<file path="src/pkg/shs_pkg.sv">
// Constants and carrier types for the sensor hub slot and status registers
`default_nettype none

package shs_pkg;

  // Register word indexes; byte address is four times the index
  localparam logic [5:0] IDX_HUB_CTRL    = 6'h14;
  localparam logic [5:0] IDX_EXT1_BUSADR = 6'h15;
  localparam logic [5:0] IDX_EXT1_PTR    = 6'h16;
  localparam logic [5:0] IDX_EXT4_BUSADR = 6'h1E;
  localparam logic [5:0] IDX_EXT4_PTR    = 6'h1F;
  localparam logic [5:0] IDX_EXT4_CFG    = 6'h20;
  localparam logic [5:0] IDX_EXT1_WBYTE  = 6'h21;
  localparam logic [5:0] IDX_HUB_STATUS  = 6'h22;
  localparam logic [5:0] IDX_IRQ_STATUS  = 6'h30;
  localparam logic [5:0] IDX_IRQ_MASK    = 6'h31;

  // Reset value of every register
  localparam logic [7:0] REG_RESET = 8'h00;

  // Hub control fields
  localparam int CTRL_HUB_EN_BIT    = 0;
  localparam int CTRL_SINGLE_WR_BIT = 6;

  // Bus address register fields: [7:1] address, [0] direction or read enable
  localparam int BUSADR_DIR_BIT = 0;

  // Fourth slot configuration fields
  localparam int CFG_BATCH_BIT  = 3;
  localparam int CFG_COUNT_LSB  = 0;
  localparam int CFG_COUNT_MSB  = 2;
  localparam int CFG_RSVD_LSB   = 4;
  localparam int CFG_RSVD_MSB   = 7;

  // Hub status fields
  localparam int STAT_DONE_BIT  = 0;
  localparam int STAT_NACK_LSB  = 3;
  localparam int STAT_WDONE_BIT = 7;

  // Interrupt status and mask layout
  localparam int IRQ_DONE_BIT  = 0;
  localparam int IRQ_NACK_LSB  = 1;
  localparam int IRQ_WDONE_BIT = 5;
  localparam int IRQ_WIDTH     = 6;

  // Bits per byte before the acknowledge bit
  localparam logic [3:0] ACK_BIT_POS = 4'h8;

  // Line phases of the bus engine
  typedef enum logic [1:0] {PH_IDLE, PH_START, PH_BITS, PH_STOP} shs_phase_e;

  // Byte steps inside one slot transaction
  typedef enum logic [2:0] {ST_ADDR_W, ST_REG, ST_WDATA, ST_ADDR_R, ST_RDATA} shs_step_e;

  // Byte read from an external sensor
  typedef struct packed {
    logic       valid;
    logic [1:0] slot;
    logic [7:0] data;
    logic       fifoPush;
  } shs_rd_s;

  // Synchronised view of the sensor bus lines
  typedef struct packed {
    logic sclRise;
    logic sclFall;
    logic sdaLevel;
  } shs_line_s;

endpackage : shs_pkg

`default_nettype wire

</file>
<file path="src/design/shs_link_sync.sv">
// Synchroniser for the sensor bus clock and data lines, edge finder for the clock line only
`default_nettype none

module shs_link_sync (
  input  wire logic         core_clk,
  input  wire logic         rst_b,
  input  wire logic         linkClk,
  input  wire logic         sdaIn,
  output shs_pkg::shs_line_s line
);

  typedef struct packed {
    logic [1:0] sclSync;
    logic [1:0] sdaSync;
    logic       sclLast;
  } shs_sync_s;

  shs_sync_s s;
  shs_sync_s next_s;

  // Two stages per line, third stage of the clock for edge finding
  always_comb begin
    next_s         = s;
    next_s.sclSync = {s.sclSync[0], linkClk};
    next_s.sdaSync = {s.sdaSync[0], sdaIn};
    next_s.sclLast = s.sclSync[1];
  end

  always_ff @(posedge core_clk or negedge rst_b) begin
    if (!rst_b) begin
      s <= '1;  // Idle level of both lines, so no false edge follows reset
    end else begin
      s <= next_s;
    end
  end

  // Edges come from the second and third stages only
  assign line.sclRise  = s.sclSync[1] & ~s.sclLast;
  assign line.sclFall  = ~s.sclSync[1] & s.sclLast;
  assign line.sdaLevel = s.sdaSync[1];

endmodule : shs_link_sync

`default_nettype wire

</file>
<file path="src/design/shs_hub_regs.sv">
// Sensor hub slot registers, status register and bus sequencer
//
// Our own choice: the Avalon-MM register port.
`default_nettype none

module shs_hub_regs (
  input  wire logic            core_clk,
  input  wire logic            rst_b,
  input  wire logic [7:0]      avs_address,
  input  wire logic            avs_read,
  input  wire logic            avs_write,
  input  wire logic [31:0]     avs_writedata,
  input  wire logic [3:0]      avs_byteenable,
  output logic      [31:0]     avs_readdata,
  output logic                 avs_waitrequest,
  input  wire logic            hubTick,
  input  wire logic [1:0]      otherSlotNack,
  input  wire logic            linkClk,
  input  wire logic            sdaIn,
  output logic                 sdaOut,
  output logic                 sdaOe,
  output shs_pkg::shs_rd_s     hubData,
  output logic                 hubCycleDone,
  output logic                 irq
);

  typedef struct packed {
    logic                           busAck;
    logic [7:0]                     rdData;
    logic [7:0]                     hubCtrl;
    logic [7:0]                     ext1BusAdr;
    logic [7:0]                     ext1Ptr;
    logic [7:0]                     ext4BusAdr;
    logic [7:0]                     ext4Ptr;
    logic [7:0]                     ext4Cfg;
    logic [7:0]                     ext1WByte;
    logic [3:0]                     nackFlags;
    logic                           wrDone;
    logic                           hubDone;
    logic [shs_pkg::IRQ_WIDTH-1:0]  irqStat;
    logic [shs_pkg::IRQ_WIDTH-1:0]  irqMask;
    shs_pkg::shs_phase_e            phase;
    shs_pkg::shs_step_e             step;
    logic                           onExt4;
    logic [7:0]                     shReg;
    logic [3:0]                     bitCnt;
    logic [2:0]                     remain;
    logic                           sdaDrive;
    shs_pkg::shs_rd_s               out;
  } shs_state_s;

  shs_state_s                    s;
  shs_state_s                    next_s;
  shs_pkg::shs_line_s            line;
  logic [5:0]                    regIdx;
  logic                          access;
  logic                          ext1Run;
  logic                          ext4Run;
  logic [2:0]                    ext4Count;
  logic [shs_pkg::IRQ_WIDTH-1:0] evt;

  // Address byte on the sensor bus: 7-bit address then read flag
  function automatic logic [7:0] addrByte(input logic [7:0] busAdr, input logic rd);
    addrByte = {busAdr[7:1], rd};
  endfunction : addrByte

  // Line synchroniser for the sensor bus
  shs_link_sync u_sync (
    .core_clk (core_clk),
    .rst_b    (rst_b),
    .linkClk  (linkClk),
    .sdaIn    (sdaIn),
    .line     (line)
  );

  // Bus decode and slot eligibility
  assign regIdx    = avs_address[7:2];
  assign access    = (avs_read | avs_write) & ~s.busAck;
  assign ext4Count = s.ext4Cfg[shs_pkg::CFG_COUNT_MSB:shs_pkg::CFG_COUNT_LSB];
  // Slot one write is skipped once a single write has completed
  assign ext1Run   = s.ext1BusAdr[shs_pkg::BUSADR_DIR_BIT] | ~s.hubCtrl[shs_pkg::CTRL_SINGLE_WR_BIT]
                     | ~s.wrDone;
  assign ext4Run   = s.ext4BusAdr[shs_pkg::BUSADR_DIR_BIT] & (ext4Count != 3'h0);

  // Next state of registers and sequencer
  always_comb begin
    next_s             = s;
    evt                = '0;
    next_s.out.valid   = 1'b0;
    next_s.out.fifoPush = 1'b0;
    next_s.busAck      = access;

    // Register read, data latched on the first edge of the access
    if (access && avs_read) begin
      unique case (regIdx)
        shs_pkg::IDX_HUB_CTRL:    next_s.rdData = s.hubCtrl;
        shs_pkg::IDX_EXT1_BUSADR: next_s.rdData = s.ext1BusAdr;
        shs_pkg::IDX_EXT1_PTR:    next_s.rdData = s.ext1Ptr;
        shs_pkg::IDX_EXT4_BUSADR: next_s.rdData = s.ext4BusAdr;
        shs_pkg::IDX_EXT4_PTR:    next_s.rdData = s.ext4Ptr;
        shs_pkg::IDX_EXT4_CFG:    next_s.rdData = s.ext4Cfg;
        shs_pkg::IDX_EXT1_WBYTE:  next_s.rdData = s.ext1WByte;
        shs_pkg::IDX_HUB_STATUS:  next_s.rdData = {s.wrDone, s.nackFlags, 2'b00, s.hubDone};
        shs_pkg::IDX_IRQ_STATUS:  next_s.rdData = {2'b00, s.irqStat};
        shs_pkg::IDX_IRQ_MASK:    next_s.rdData = {2'b00, s.irqMask};
        default:                  next_s.rdData = 8'h00;
      endcase
    end

    // Register write on byte lane 0; status is read-only
    if (access && avs_write && avs_byteenable[0]) begin
      unique case (regIdx)
        shs_pkg::IDX_HUB_CTRL: begin
          next_s.hubCtrl = avs_writedata[7:0];
          next_s.wrDone  = 1'b0;  // Re-arms the single write
        end
        shs_pkg::IDX_EXT1_BUSADR: next_s.ext1BusAdr = avs_writedata[7:0];
        shs_pkg::IDX_EXT1_PTR:    next_s.ext1Ptr    = avs_writedata[7:0];
        shs_pkg::IDX_EXT4_BUSADR: next_s.ext4BusAdr = avs_writedata[7:0];
        shs_pkg::IDX_EXT4_PTR:    next_s.ext4Ptr    = avs_writedata[7:0];
        shs_pkg::IDX_EXT4_CFG:    next_s.ext4Cfg    = avs_writedata[7:0];
        shs_pkg::IDX_EXT1_WBYTE:  next_s.ext1WByte  = avs_writedata[7:0];
        shs_pkg::IDX_IRQ_MASK:    next_s.irqMask    = avs_writedata[shs_pkg::IRQ_WIDTH-1:0];
        default: ;
      endcase
    end

    // Interrupt status clears on the accepting edge of its read
    if (s.busAck && avs_read && regIdx == shs_pkg::IDX_IRQ_STATUS) begin
      next_s.irqStat = '0;
    end

    // New hub cycle: clear done and flags, pick the first slot
    if (hubTick && s.hubCtrl[shs_pkg::CTRL_HUB_EN_BIT] && s.phase == shs_pkg::PH_IDLE) begin
      next_s.hubDone   = 1'b0;
      next_s.nackFlags = 4'h0;
      next_s.step      = shs_pkg::ST_ADDR_W;
      next_s.bitCnt    = 4'h0;
      if (ext1Run) begin
        next_s.onExt4 = 1'b0;
        next_s.shReg  = addrByte(s.ext1BusAdr, 1'b0);
        next_s.phase  = shs_pkg::PH_START;
      end else if (ext4Run) begin
        next_s.onExt4 = 1'b1;
        next_s.shReg  = addrByte(s.ext4BusAdr, 1'b0);
        next_s.phase  = shs_pkg::PH_START;
      end else begin
        next_s.hubDone            = 1'b1;
        evt[shs_pkg::IRQ_DONE_BIT] = 1'b1;
      end
    end

    // Bus engine
    unique case (s.phase)
      shs_pkg::PH_IDLE: ;

      // Release data while clock is low, pull it low while clock is high
      shs_pkg::PH_START: begin
        if (line.sclFall) begin
          next_s.sdaDrive = 1'b0;
        end else if (line.sclRise) begin
          next_s.sdaDrive = 1'b1;
          next_s.bitCnt   = 4'h0;
          next_s.phase    = shs_pkg::PH_BITS;
        end
      end

      // Data changes on clock fall and is sampled on clock rise
      shs_pkg::PH_BITS: begin
        if (line.sclFall) begin
          if (s.bitCnt != shs_pkg::ACK_BIT_POS) begin
            next_s.sdaDrive = (s.step != shs_pkg::ST_RDATA) & ~s.shReg[7];
          end else begin
            // Acknowledge every read byte but the last
            next_s.sdaDrive = (s.step == shs_pkg::ST_RDATA) & (s.remain != 3'h1);
          end
        end else if (line.sclRise) begin
          if (s.bitCnt != shs_pkg::ACK_BIT_POS) begin
            next_s.shReg  = {s.shReg[6:0], line.sdaLevel};
            next_s.bitCnt = s.bitCnt + 4'h1;
          end else begin
            next_s.bitCnt = 4'h0;
            if (s.step == shs_pkg::ST_RDATA) begin
              next_s.out.valid    = 1'b1;
              next_s.out.slot     = s.onExt4 ? 2'h3 : 2'h0;
              next_s.out.data     = s.shReg;
              next_s.out.fifoPush = s.onExt4 & s.ext4Cfg[shs_pkg::CFG_BATCH_BIT];
              next_s.remain       = s.remain - 3'h1;
              if (s.remain == 3'h1) begin
                next_s.phase = shs_pkg::PH_STOP;
              end
            end else if (line.sdaLevel) begin
              // Not acknowledged: flag the slot and end its transfer
              if (s.onExt4) begin
                next_s.nackFlags[3]             = 1'b1;
                evt[shs_pkg::IRQ_NACK_LSB + 3]  = 1'b1;
              end else begin
                next_s.nackFlags[0]             = 1'b1;
                evt[shs_pkg::IRQ_NACK_LSB]      = 1'b1;
              end
              next_s.phase = shs_pkg::PH_STOP;
            end else begin
              unique case (s.step)
                shs_pkg::ST_ADDR_W: begin
                  next_s.step  = shs_pkg::ST_REG;
                  next_s.shReg = s.onExt4 ? s.ext4Ptr : s.ext1Ptr;
                end
                shs_pkg::ST_REG: begin
                  if (!s.onExt4 && !s.ext1BusAdr[shs_pkg::BUSADR_DIR_BIT]) begin
                    next_s.step  = shs_pkg::ST_WDATA;
                    next_s.shReg = s.ext1WByte;
                  end else begin
                    next_s.step  = shs_pkg::ST_ADDR_R;
                    next_s.shReg = addrByte(s.onExt4 ? s.ext4BusAdr : s.ext1BusAdr, 1'b1);
                    next_s.phase = shs_pkg::PH_START;
                  end
                end
                shs_pkg::ST_WDATA: begin
                  if (s.hubCtrl[shs_pkg::CTRL_SINGLE_WR_BIT]) begin
                    next_s.wrDone               = 1'b1;
                    evt[shs_pkg::IRQ_WDONE_BIT] = 1'b1;
                  end
                  next_s.phase = shs_pkg::PH_STOP;
                end
                shs_pkg::ST_ADDR_R: begin
                  next_s.step   = shs_pkg::ST_RDATA;
                  next_s.remain = s.onExt4 ? ext4Count : 3'h1;
                end
                shs_pkg::ST_RDATA: ;
              endcase
            end
          end
        end
      end

      // Pull data low on a clock fall, release it while clock is high
      shs_pkg::PH_STOP: begin
        if (line.sclFall) begin
          next_s.sdaDrive = 1'b1;
        end else if (line.sclRise && s.sdaDrive) begin
          next_s.sdaDrive = 1'b0;
          next_s.step     = shs_pkg::ST_ADDR_W;
          next_s.bitCnt   = 4'h0;
          if (!s.onExt4 && ext4Run) begin
            next_s.onExt4 = 1'b1;
            next_s.shReg  = addrByte(s.ext4BusAdr, 1'b0);
            next_s.phase  = shs_pkg::PH_START;
          end else begin
            next_s.phase              = shs_pkg::PH_IDLE;
            next_s.hubDone            = 1'b1;
            evt[shs_pkg::IRQ_DONE_BIT] = 1'b1;
          end
        end
      end
    endcase

    // Flags from the slots that run elsewhere in the hub
    if (otherSlotNack[0]) begin
      next_s.nackFlags[1]            = 1'b1;
      evt[shs_pkg::IRQ_NACK_LSB + 1] = 1'b1;
    end
    if (otherSlotNack[1]) begin
      next_s.nackFlags[2]            = 1'b1;
      evt[shs_pkg::IRQ_NACK_LSB + 2] = 1'b1;
    end

    // Events are applied after the clear so a same-cycle set survives
    next_s.irqStat = next_s.irqStat | evt;
  end

  // State register
  always_ff @(posedge core_clk or negedge rst_b) begin
    if (!rst_b) begin
      s            <= '0;
      s.hubCtrl    <= shs_pkg::REG_RESET;
      s.ext4Cfg    <= shs_pkg::REG_RESET;
      s.ext1WByte  <= shs_pkg::REG_RESET;
      s.phase      <= shs_pkg::PH_IDLE;
      s.step       <= shs_pkg::ST_ADDR_W;
    end else begin
      s <= next_s;
    end
  end

  // Outputs
  assign avs_waitrequest = (avs_read | avs_write) & ~s.busAck;
  assign avs_readdata    = {24'h00_0000, s.rdData};
  assign sdaOut          = 1'b0;       // Open drain: only ever pulls low
  assign sdaOe           = s.sdaDrive;
  assign hubData         = s.out;
  assign hubCycleDone    = s.hubDone;
  assign irq             = |(s.irqStat & s.irqMask);

endmodule : shs_hub_regs

`default_nettype wire

</file>
<file path="config.mk">
export PLATFORM = sky130hd
export DESIGN_NAME = shs_hub_regs
export DESIGN_NICKNAME = d
export VERILOG_FILES = /design/src/pkg/shs_pkg.sv /design/src/design/shs_link_sync.sv /design/src/design/shs_hub_regs.sv
export SDC_FILE = /design/constraint.sdc
export NUM_CORES = 1
export LEC_CHECK = 0
export ABC_AREA = 1
export BUFFER_PORTS_ARGS = -buffer_cell sky130_fd_sc_hd__buf_2
export CAP_MARGIN = 20
export CORE_ASPECT_RATIO = 0.9
export CORE_MARGIN = 10
export CORE_UTILIZATION = 52
export CTS_CLUSTER_DIAMETER = 120
export DETAILED_ROUTE_END_ITERATION = 8
export GPL_ROUTABILITY_DRIVEN = 0
export MAX_ROUTING_LAYER = met4
export PLACE_DENSITY = 0.82
export REMOVE_ABC_BUFFERS = 1
export SLEW_MARGIN = 15
export SYNTH_ARGS = -nofsm -noshare
export SYNTH_HDL_FRONTEND = slang
export SYNTH_SLANG_ARGS = --single-unit
</file>
<file path="constraint.sdc">
create_clock -name core_clk -period 1.8 [get_ports core_clk]
set_input_delay 0.54 -clock core_clk [delete_from_list [all_inputs] [get_ports core_clk]]
set_output_delay 0.54 -clock core_clk [all_outputs]
set_load 0.03 [all_outputs]
</file>
### Word-level counts from Yosys, hierarchy flattened

Cells that the tools add are included.

| word-level totals | value |
|---|---|
| register bits | 122 |
| output and inout bits | 49 |
| word-level logic and storage cells | 220 |

| cells by class | value |
|---|---|
| add/subtract/negate cells | 2 |
| eq/ne operators | 25 |
| mux-type cells | 112 |
| bitwise logic cells | 20 |
| reduce and logical (&&, ||, !) cells | 31 |

Operator list:

| kind | number |
|---|---|
| $pmux 8 s10 | 1 |
| $mux 12 | 6 |
| $mux 18 | 3 |
| $mux 1 | 51 |
| $mux 8 | 5 |
| $mux 2 | 19 |
| $pmux 8 s2 | 2 |
| $eq 6x5->1 const B | 5 |
| $eq 6x6->1 const B | 5 |
| $mux 15 | 2 |
| $mux 9 | 3 |
| $mux 3 | 7 |
| $reduce_and 2->1 | 8 |
| $mux 5 | 3 |
| $mux 4 | 3 |
| $pmux 4 s3 | 1 |
| $logic_and 1x1->1 | 10 |
| $ne 3x3->1 const B | 3 |
| $pmux 3 s3 | 1 |
| $not 1->1 | 8 |
| $and 1x1->1 | 7 |
| $and 6x6->6 | 1 |
| $eq 3x1->1 const B | 2 |
| $eq 3x2->1 const B | 2 |
| other kinds (24) | 32 |

### Logic depth before layout (Yosys ltp)

Gate-level depths: netlist of the first run.

| depth | value |
|---|---|
| depth in word-level cells | 13 |
| gate-level depth with buffers | 14 |

### Modules after synthesis

Synthesis of the first run repeated with hierarchy kept, for this count alone.

| unflattened totals | value |
|---|---|
| cell total of the unflattened synthesis | 917 |
| area total of the unflattened synthesis | 6831.6 um^2 |

Modules (own cells, without submodules):

| module | times used | cells each | area an instance (um^2) | sequential area each (um^2) |
|---|---|---|---|---|
| shs_hub_regs | 1 | 907 | 6677.7 | 2902.8 |
| shs_link_sync | 1 | 10 | 153.9 | 131.4 |

### Worst setup path after synthesis of the first run

No wires, ideal clock.

| timing path | value |
|---|---|
| kind | reg-to-reg |
| start point | register u_sync.s, in the netlist u_sync.next_s[0] |
| end point | register s[15] in the netlist's numbering |
| arrival | 1.735 ns |
| required time | 1.679 ns |
| slack | -0.056 ns |
| cell stages (with the launch flop) | 15 |
| clock period less this slack | 1.856 ns |
| path through | dfstp_2 -> inv_1 -> ha_1 -> inv_2 -> nand2_2 -> nor2_8 -> inv_2 -> nor2_2 -> inv_2 -> nor2_8 -> inv_4 -> nand2_2 -> inv_2 -> a21oi_2 -> a21oi_2 |

| on the way | value |
|---|---|
| longest elaborated chain between the ends | 4 |
| elaborated cells on any way between the ends | 5 |

RTL lines:

| item | RTL line | RTL |
|---|---|---|
| start, declared | shs_link_sync.sv:18 | `shs_sync_s s;` |
| start signal, assigned | shs_link_sync.sv:33 | `s <= next_s;` |
| $not 1->1 | shs_link_sync.sv:39 | `assign line.sclFall = ~s.sclSync[1] & s.sclLast;` |
| $and 1x1->1 | shs_link_sync.sv:39 |  |
| $not 1->1 (no line) | -- |  |
| $reduce_and 6->1 (no line) * | -- |  |
| end signal, assigned | shs_hub_regs.sv:281 | `s <= next_s;` |
| end, declared | shs_hub_regs.sv:52 | `shs_state_s s;` |

Mark *: on every way between the ends. The rest lies on a longest branch, timed or not.
A chain may end at the register's enable or synchronous reset.

### Worst setup path after layout of the first run

| timing path | value |
|---|---|
| start point | register s[36] in the netlist's numbering |
| end point | output irq |

| on the way | value |
|---|---|
| longest elaborated chain between the ends | 2 |

RTL lines:

| item | RTL line | RTL |
|---|---|---|
| $and 6x6->6 | shs_hub_regs.sv:292 | `assign irq = \|(s.irqStat & s.irqMask);` |
| $reduce_or 6->1 | shs_hub_regs.sv:292 |  |
| end, declared | shs_hub_regs.sv:24 | `output logic irq` |

Every way passes these cells.

==> impl_metrics.json, run 1 <==
{
  "hpwl_mm": 13.7,
  "start_kind": "register",
  "required_ns": 1.26,
  "yosys.area.top_type": "dfrtp_1",
  "final_hold_viol_count": 0,
  "status": "finished, violations left",
  "track_usage_pct": 22.0,
  "synth-seq-cells": 121,
  "place_area_sq_mm": 0.00749,
  "peakVddDrop_v": 0.000730,
  "layout_common_cells": "nand2_1 (263), dfrtp_1 (116), inv_1 (85)",
  "min_period_ns": 2.04,
  "post-route-util_pct": 64.3,
  "max_freq_ghz": 0.490,
  "cts.sinks": 121,
  "synthSimpleGateAreaFrac_pct": 28.2,
  "avgSynthCellArea_sq_um": 7.64,
  "clkLatencyLatePin_ns": 0.43,
  "violations": "negative setup slack",
  "final_antenna_net_count": 0,
  "synthFlopType": "dfrtp_1",
  "syn2layout_area_growth_pct": 22.2,
  "nFillCells": 1043,
  "critPathKind": "reg -> out",
  "synth_edf_count": 0,
  "dp.cells": 1134,
  "avgRoutedWirePerCell_um": 17.0,
  "fin_area_sq_mm": 0.00853,
  "skew_ns": 0.00912,
  "first_iter_violations": 779,
  "start_util_pct": 52.7,
  "power_density_mw_per_mm2": 1070,
  "vias_per_cell": 5.57,
  "grt_pass1_wl_mm": 31.6,
  "synthMuxAreaShare_pct": 0,
  "grt_max_degree": 62,
  "core_sq_mm": 0.0133,
  "synthAdderAreaFrac_pct": 1.07,
  "rsz0062_at_grt": "yes",
  "syn_inst": 914,
  "hold_class": "in -> async",
  "h-tree-depth": 4,
  "reg2reg_from": "u_sync.next_s[0]",
  "post-route-drc-count": 0,
  "synth-compound-area-share_pct": 14.9,
  "routed_wl_mm": 20.1,
  "nets": 1061,
  "fin_ws_ns": -0.243,
  "antenna_found_initial": 0,
  "cts_tree": "done",
  "numCtsBuffers": 17,
  "worstPathMaxFanout": 2,
  "fin_total_pwr_mw": 9.15,
  "rows": 40,
  "netlist-cell-type-count": 50,
  "clockBufferDepth": 2,
  "tns_ns": -0.899,
  "cp-end-kind": "primary output",
  "seq_area_frac_synth_pct": 43.4,
  "dr.pass1.iters": 5,
  "dieArea_sq_mm": 0.0185,
  "synthArstFlopShare_pct": 100,
  "cts_root_buffer": "clkbuf_16",
  "die_height_um": 130,
  "crit_arrival_ns": 1.50,
  "synth_top_area_share_pct": 41.6,
  "cap_violations": 0,
  "finalNonFillerCells": 1183,
  "pin_count": 102,
  "synth_top_family_by_area": "simple AND/OR/NAND/NOR gates",
  "synthXorXnorAreaFrac_pct": 0,
  "syn_area_sq_mm": 0.00698,
  "synth_warnings": 0,
  "crit_start": "s[36]",
  "n_antenna_cell": 0,
  "p_leak_nw": 4.24,
  "overflow": 0,
  "final_common_cell": "nand2_1",
  "drive_above_1_share_pct": 24.3,
  "via_count": 6594,
  "finalCritPeriodShare_pct": 113,
  "path_clk_slew_ns": 0.05,
  "netlist_top_cells_area": "dfrtp_1 (42%), nand2_1 (15%), o21ai_0 (6.6%), buf_4 (4.9%), inv_1 (4.9%)",
  "die_w_um": 142,
  "rr_worst_depth": 13,
  "finalSetupViolCount": 13,
  "grt_pass1_vias": 6310,
  "maxSlewViolCount": 0,
  "io_buffers": 47
}
-- power by group --
group | leakage (nW) | switching, mW | internal, mW
logic | 2.35 | 1.47 | 0.691
registers | 1.59 | 0.279 | 3.01
clock network | 0.307 | 1.24 | 2.46
-- sequential cells by signal, indices dropped and copies added (netlist names) --
register	flops
s	92
ext4Count	3
hubCycleDone	1
avs_readdata	8
u_sync.line	1
u_sync.next_s	3
sdaOe	1
hubData	11
u_sync.s	1
-- cells by family after synthesis --
group           count (synthesis)
compound gates                187
buf+inv                       172
fa+ha+maj                       6
other cells                     1
flops                         121
simple gates                  427
-- timing repair --
item                                    CTS  global route
setup buffers                             4            12
gates cloned                              0             2
gates resized for setup                  15            61
hold buffers                              0             0
endpoints found under the setup margin   26            29
pin swaps                                 4            17
-- through the flow --
step,hold WS [ns],worst slack (ns)
after detailed placement,0.348,-0.107
after CTS,0.00161,-0.225
after floorplan,0.244,-0.189
final,0.000462,-0.243
after global routing,0.0107,-0.318
after global placement,0.347,-0.0646
-- Yosys cell counts (2+ instances only) --
| library cell | number |
|---|---|
| nor2_2 | 4 |
| o22ai_1 | 14 |
| nor2_1 | 51 |
| a21oi_2 | 2 |
| buf_4 | 46 |
| o21ai_0 | 92 |
| inv_4 | 2 |
| nor2_4 | 8 |
| clkbuf_1 | 5 |
| o21ai_1 | 21 |
| inv_1 | 92 |
| dfstp_2 | 5 |
| o21ai_2 | 8 |
| dfrtp_1 | 116 |
| nand2_2 | 14 |
| buf_2 | 12 |
| ha_1 | 6 |
| nand3_4 | 3 |
| nand2_1 | 279 |
| nand4_1 | 7 |
| inv_2 | 10 |
| a32o_1 | 2 |
| nand3_2 | 8 |
| nand3_1 | 38 |
| nor3_1 | 5 |
| nor2_8 | 3 |
| a31oi_1 | 3 |
| o211ai_1 | 2 |
| buf_6 | 2 |
| a21oi_1 | 34 |
-- worst max-delay path: stages, from the launching register on --
cell and delay, ns:
dfrtp_1 0.39, inv_2 0.08, o22ai_2 0.08, a221oi_2 0.21
o221ai_2 0.15, buf_6 0.16
-- layer usage --
layer / share of wire (%) / up-vias / wire, um / track usage, %
met3: 7.8 / 60 / 1570 / 5.96
met2: 47 / 316 / 9390 / 33.8
met5: 0 / - / 0 / -
met4: 2.8 / 0 / 571 / 8.71
li1: - / 3078 / - / -
met1: 43 / 3140 / 8550 / 27.1
-- layout make-up --
type | count | area, sq um | share of cell area [%]
clock buffer | 25 | 495 | 5.81
clock inverter | 7 | 138 | 1.61
inverter | 106 | 430 | 5.04
multi-input combinational | 645 | 3380 | 39.6
sequential | 121 | 3030 | 35.6
tap | 168 | 210 | 2.46
timing repair buffer | 111 | 850 | 9.95
-- worst paths after layout --
| check | slack (ns) | to |
|---|---|---|
| setup / recovery | -0.24 | irq |
| hold / removal | 0.0005 | s[43] |
| setup reg to reg | -0.07 | hubData[9] |
| hold reg to reg | 0.36 | u_sync.next_s[0] |
| max in group asynchronous | 1.15 | hubData[3] |
| min in group core_clk | 0.21 | u_sync.next_s[2] |
Power figures use the tool's default switching activity.
==> run 2: changes to the inputs <==
--- a/config.mk
+++ b/config.mk
@@ -17,6 +17,7 @@
 export MAX_ROUTING_LAYER = met4
 export PLACE_DENSITY = 0.82
 export REMOVE_ABC_BUFFERS = 1
+export SKIP_LAST_GASP = 1
 export SLEW_MARGIN = 15
 export SYNTH_ARGS = -nofsm -noshare
 export SYNTH_HDL_FRONTEND = slang
==> impl_metrics.json, run 2 (synthesized netlist as in run 1, its figures left out) <==
{
  "status": "finished, violations left",
  "violations": "negative hold slack, negative setup slack",
  "start_kind": "register",
  "required_ns": 1.26,
  "top_register": "s",
  "p_leak_nw": 4.24,
  "timing.hold.ws_ns": -0.00316,
  "fin_area_sq_mm": 0.00852,
  "final_hold_viol_count": 3,
  "path_clk_slew_ns": 0.05,
  "nets": 1061,
  "dieArea_sq_mm": 0.0185,
  "core_sq_mm": 0.0133,
  "min_period_ns": 2.04,
  "power_density_mw_per_mm2": 1070,
  "via_count": 6589,
  "cts_hold_buf": 0,
  "layout_common_cells": "nand2_1 (263), dfrtp_1 (116), inv_1 (85), o21ai_0 (85), buf_4 (55)",
  "rsz0062_at_grt": "yes",
  "worstPathMaxFanout": 2,
  "use_met2_pct": 33.8,
  "post-route-drc-count": 0,
  "critPathKind": "reg -> out",
  "final_common_cell": "nand2_1",
  "place_area_sq_mm": 0.00749,
  "final_antenna_net_count": 0,
  "grt_max_degree": 62,
  "largest_reg_flops": 92,
  "finalSetupViolCount": 13,
  "fin_total_pwr_mw": 9.15,
  "peakVddDrop_v": 0.000745,
  "grt_pass1_vias": 6304,
  "h-tree-depth": 4,
  "post-route-util_pct": 64.3,
  "dr.pass1.iters": 5,
  "skew_ns": 0.00876,
  "die_w_um": 142,
  "use_met1_pct": 27.1,
  "start_util_pct": 52.7,
  "overflow": 0,
  "numCtsBuffers": 17,
  "pin_count": 102,
  "grt_pass1_wl_mm": 31.6,
  "syn2layout_area_growth_pct": 22.1,
  "cap_violations": 0,
  "hpwl_mm": 13.7,
  "antenna_found_initial": 0,
  "grt_use_met3_pct": 5.96,
  "avgRoutedWirePerCell_um": 17.1,
  "track_usage_pct": 22.0,
  "rows": 40,
  "finalCritPeriodShare_pct": 113,
  "vias_per_cell": 5.57,
  "clockBufferDepth": 2,
  "n_antenna_cell": 0,
  "routed_wl_mm": 20.2,
  "cts_tree": "done",
  "clkLatencyLatePin_ns": 0.43,
  "max_freq_ghz": 0.489,
  "cts_root_buffer": "clkbuf_16",
  "cts.sinks": 121,
  "place_ws_ns": -0.107,
  "cp-end-kind": "primary output",
  "first_iter_violations": 822,
  "io_buffers": 47,
  "crit_arrival_ns": 1.50,
  "die_height_um": 130,
  "maxSlewViolCount": 0,
  "grt.busiest_layer": "met2",
  "hold_class": "in -> async",
  "drive_above_1_share_pct": 24.2,
  "fin_ws_ns": -0.243
}
==> run 2: cell counts in the layout (fill, tap and decap cells not counted) <==
Identical to the previous run, type by type.
==> run 2: timing repair <==
action,in CTS,in global routing
cloned,0,2
setup buffers,4,12
pin swaps,4,14
endpoints found under the setup margin,26,29
gates resized for setup,14,57
==> run 2: cell type report <==
type                            count  area, sq um
Clock buffer                       25          495
Clock inverter                      7          138
Fill cell                        1046         4740
Inverter                          106          433
Multi-Input combinational cell    645         3370
Sequential cell                   121         3030
Tap cell                          168          210
Timing Repair Buffer              111          846
==> run 2: power breakdown <==
group / total (mW) / internal (mW) / switching, mW
clock network: 3.70 / 2.46 / 1.24
registers: 3.30 / 3.01 / 0.281
logic: 2.15 / 0.689 / 1.46
==> run 2: through the flow <==
stage               setup TNS [ns]  instances
floorplan                    -1.61        872
global placement            -0.924       1134
detailed placement           -2.00       1134
CTS                         -0.229       1170
global route                 -2.39       1183
finish                      -0.725       1183
==> run 2: critical path: stages (launching register included) <==
cell      delay [ns]
dfrtp_1         0.39
inv_2           0.08
o22ai_2         0.07
a221oi_2        0.21
o221ai_2        0.15
buf_6           0.16
==> run 2: path summary, 6_finish.rpt <==
check                                  from                to  slack [ns]  depth (start not counted)
setup reg to reg           u_sync.next_s[0]             s[15]       -0.06                         14
hold reg to reg            u_sync.next_s[4]  u_sync.next_s[0]        0.36                          0
min in group core_clk                 sdaIn  u_sync.next_s[2]        0.21                          1
setup / recovery                      s[36]               irq       -0.24                          5
hold / removal                        rst_b             s[43]      -0.003                          1
max in group asynchronous             rst_b             s[64]        1.15                          2
==> run 2: layer usage <==
layer | part of all wire, % | routed length [um] | up-vias
met4 | 3.2 | 639 | 0
met5 | 0 | 0 | -
li1 | - | - | 3071
met3 | 8.8 | 1780 | 68
met1 | 41 | 8370 | 3097
met2 | 47 | 9400 | 353
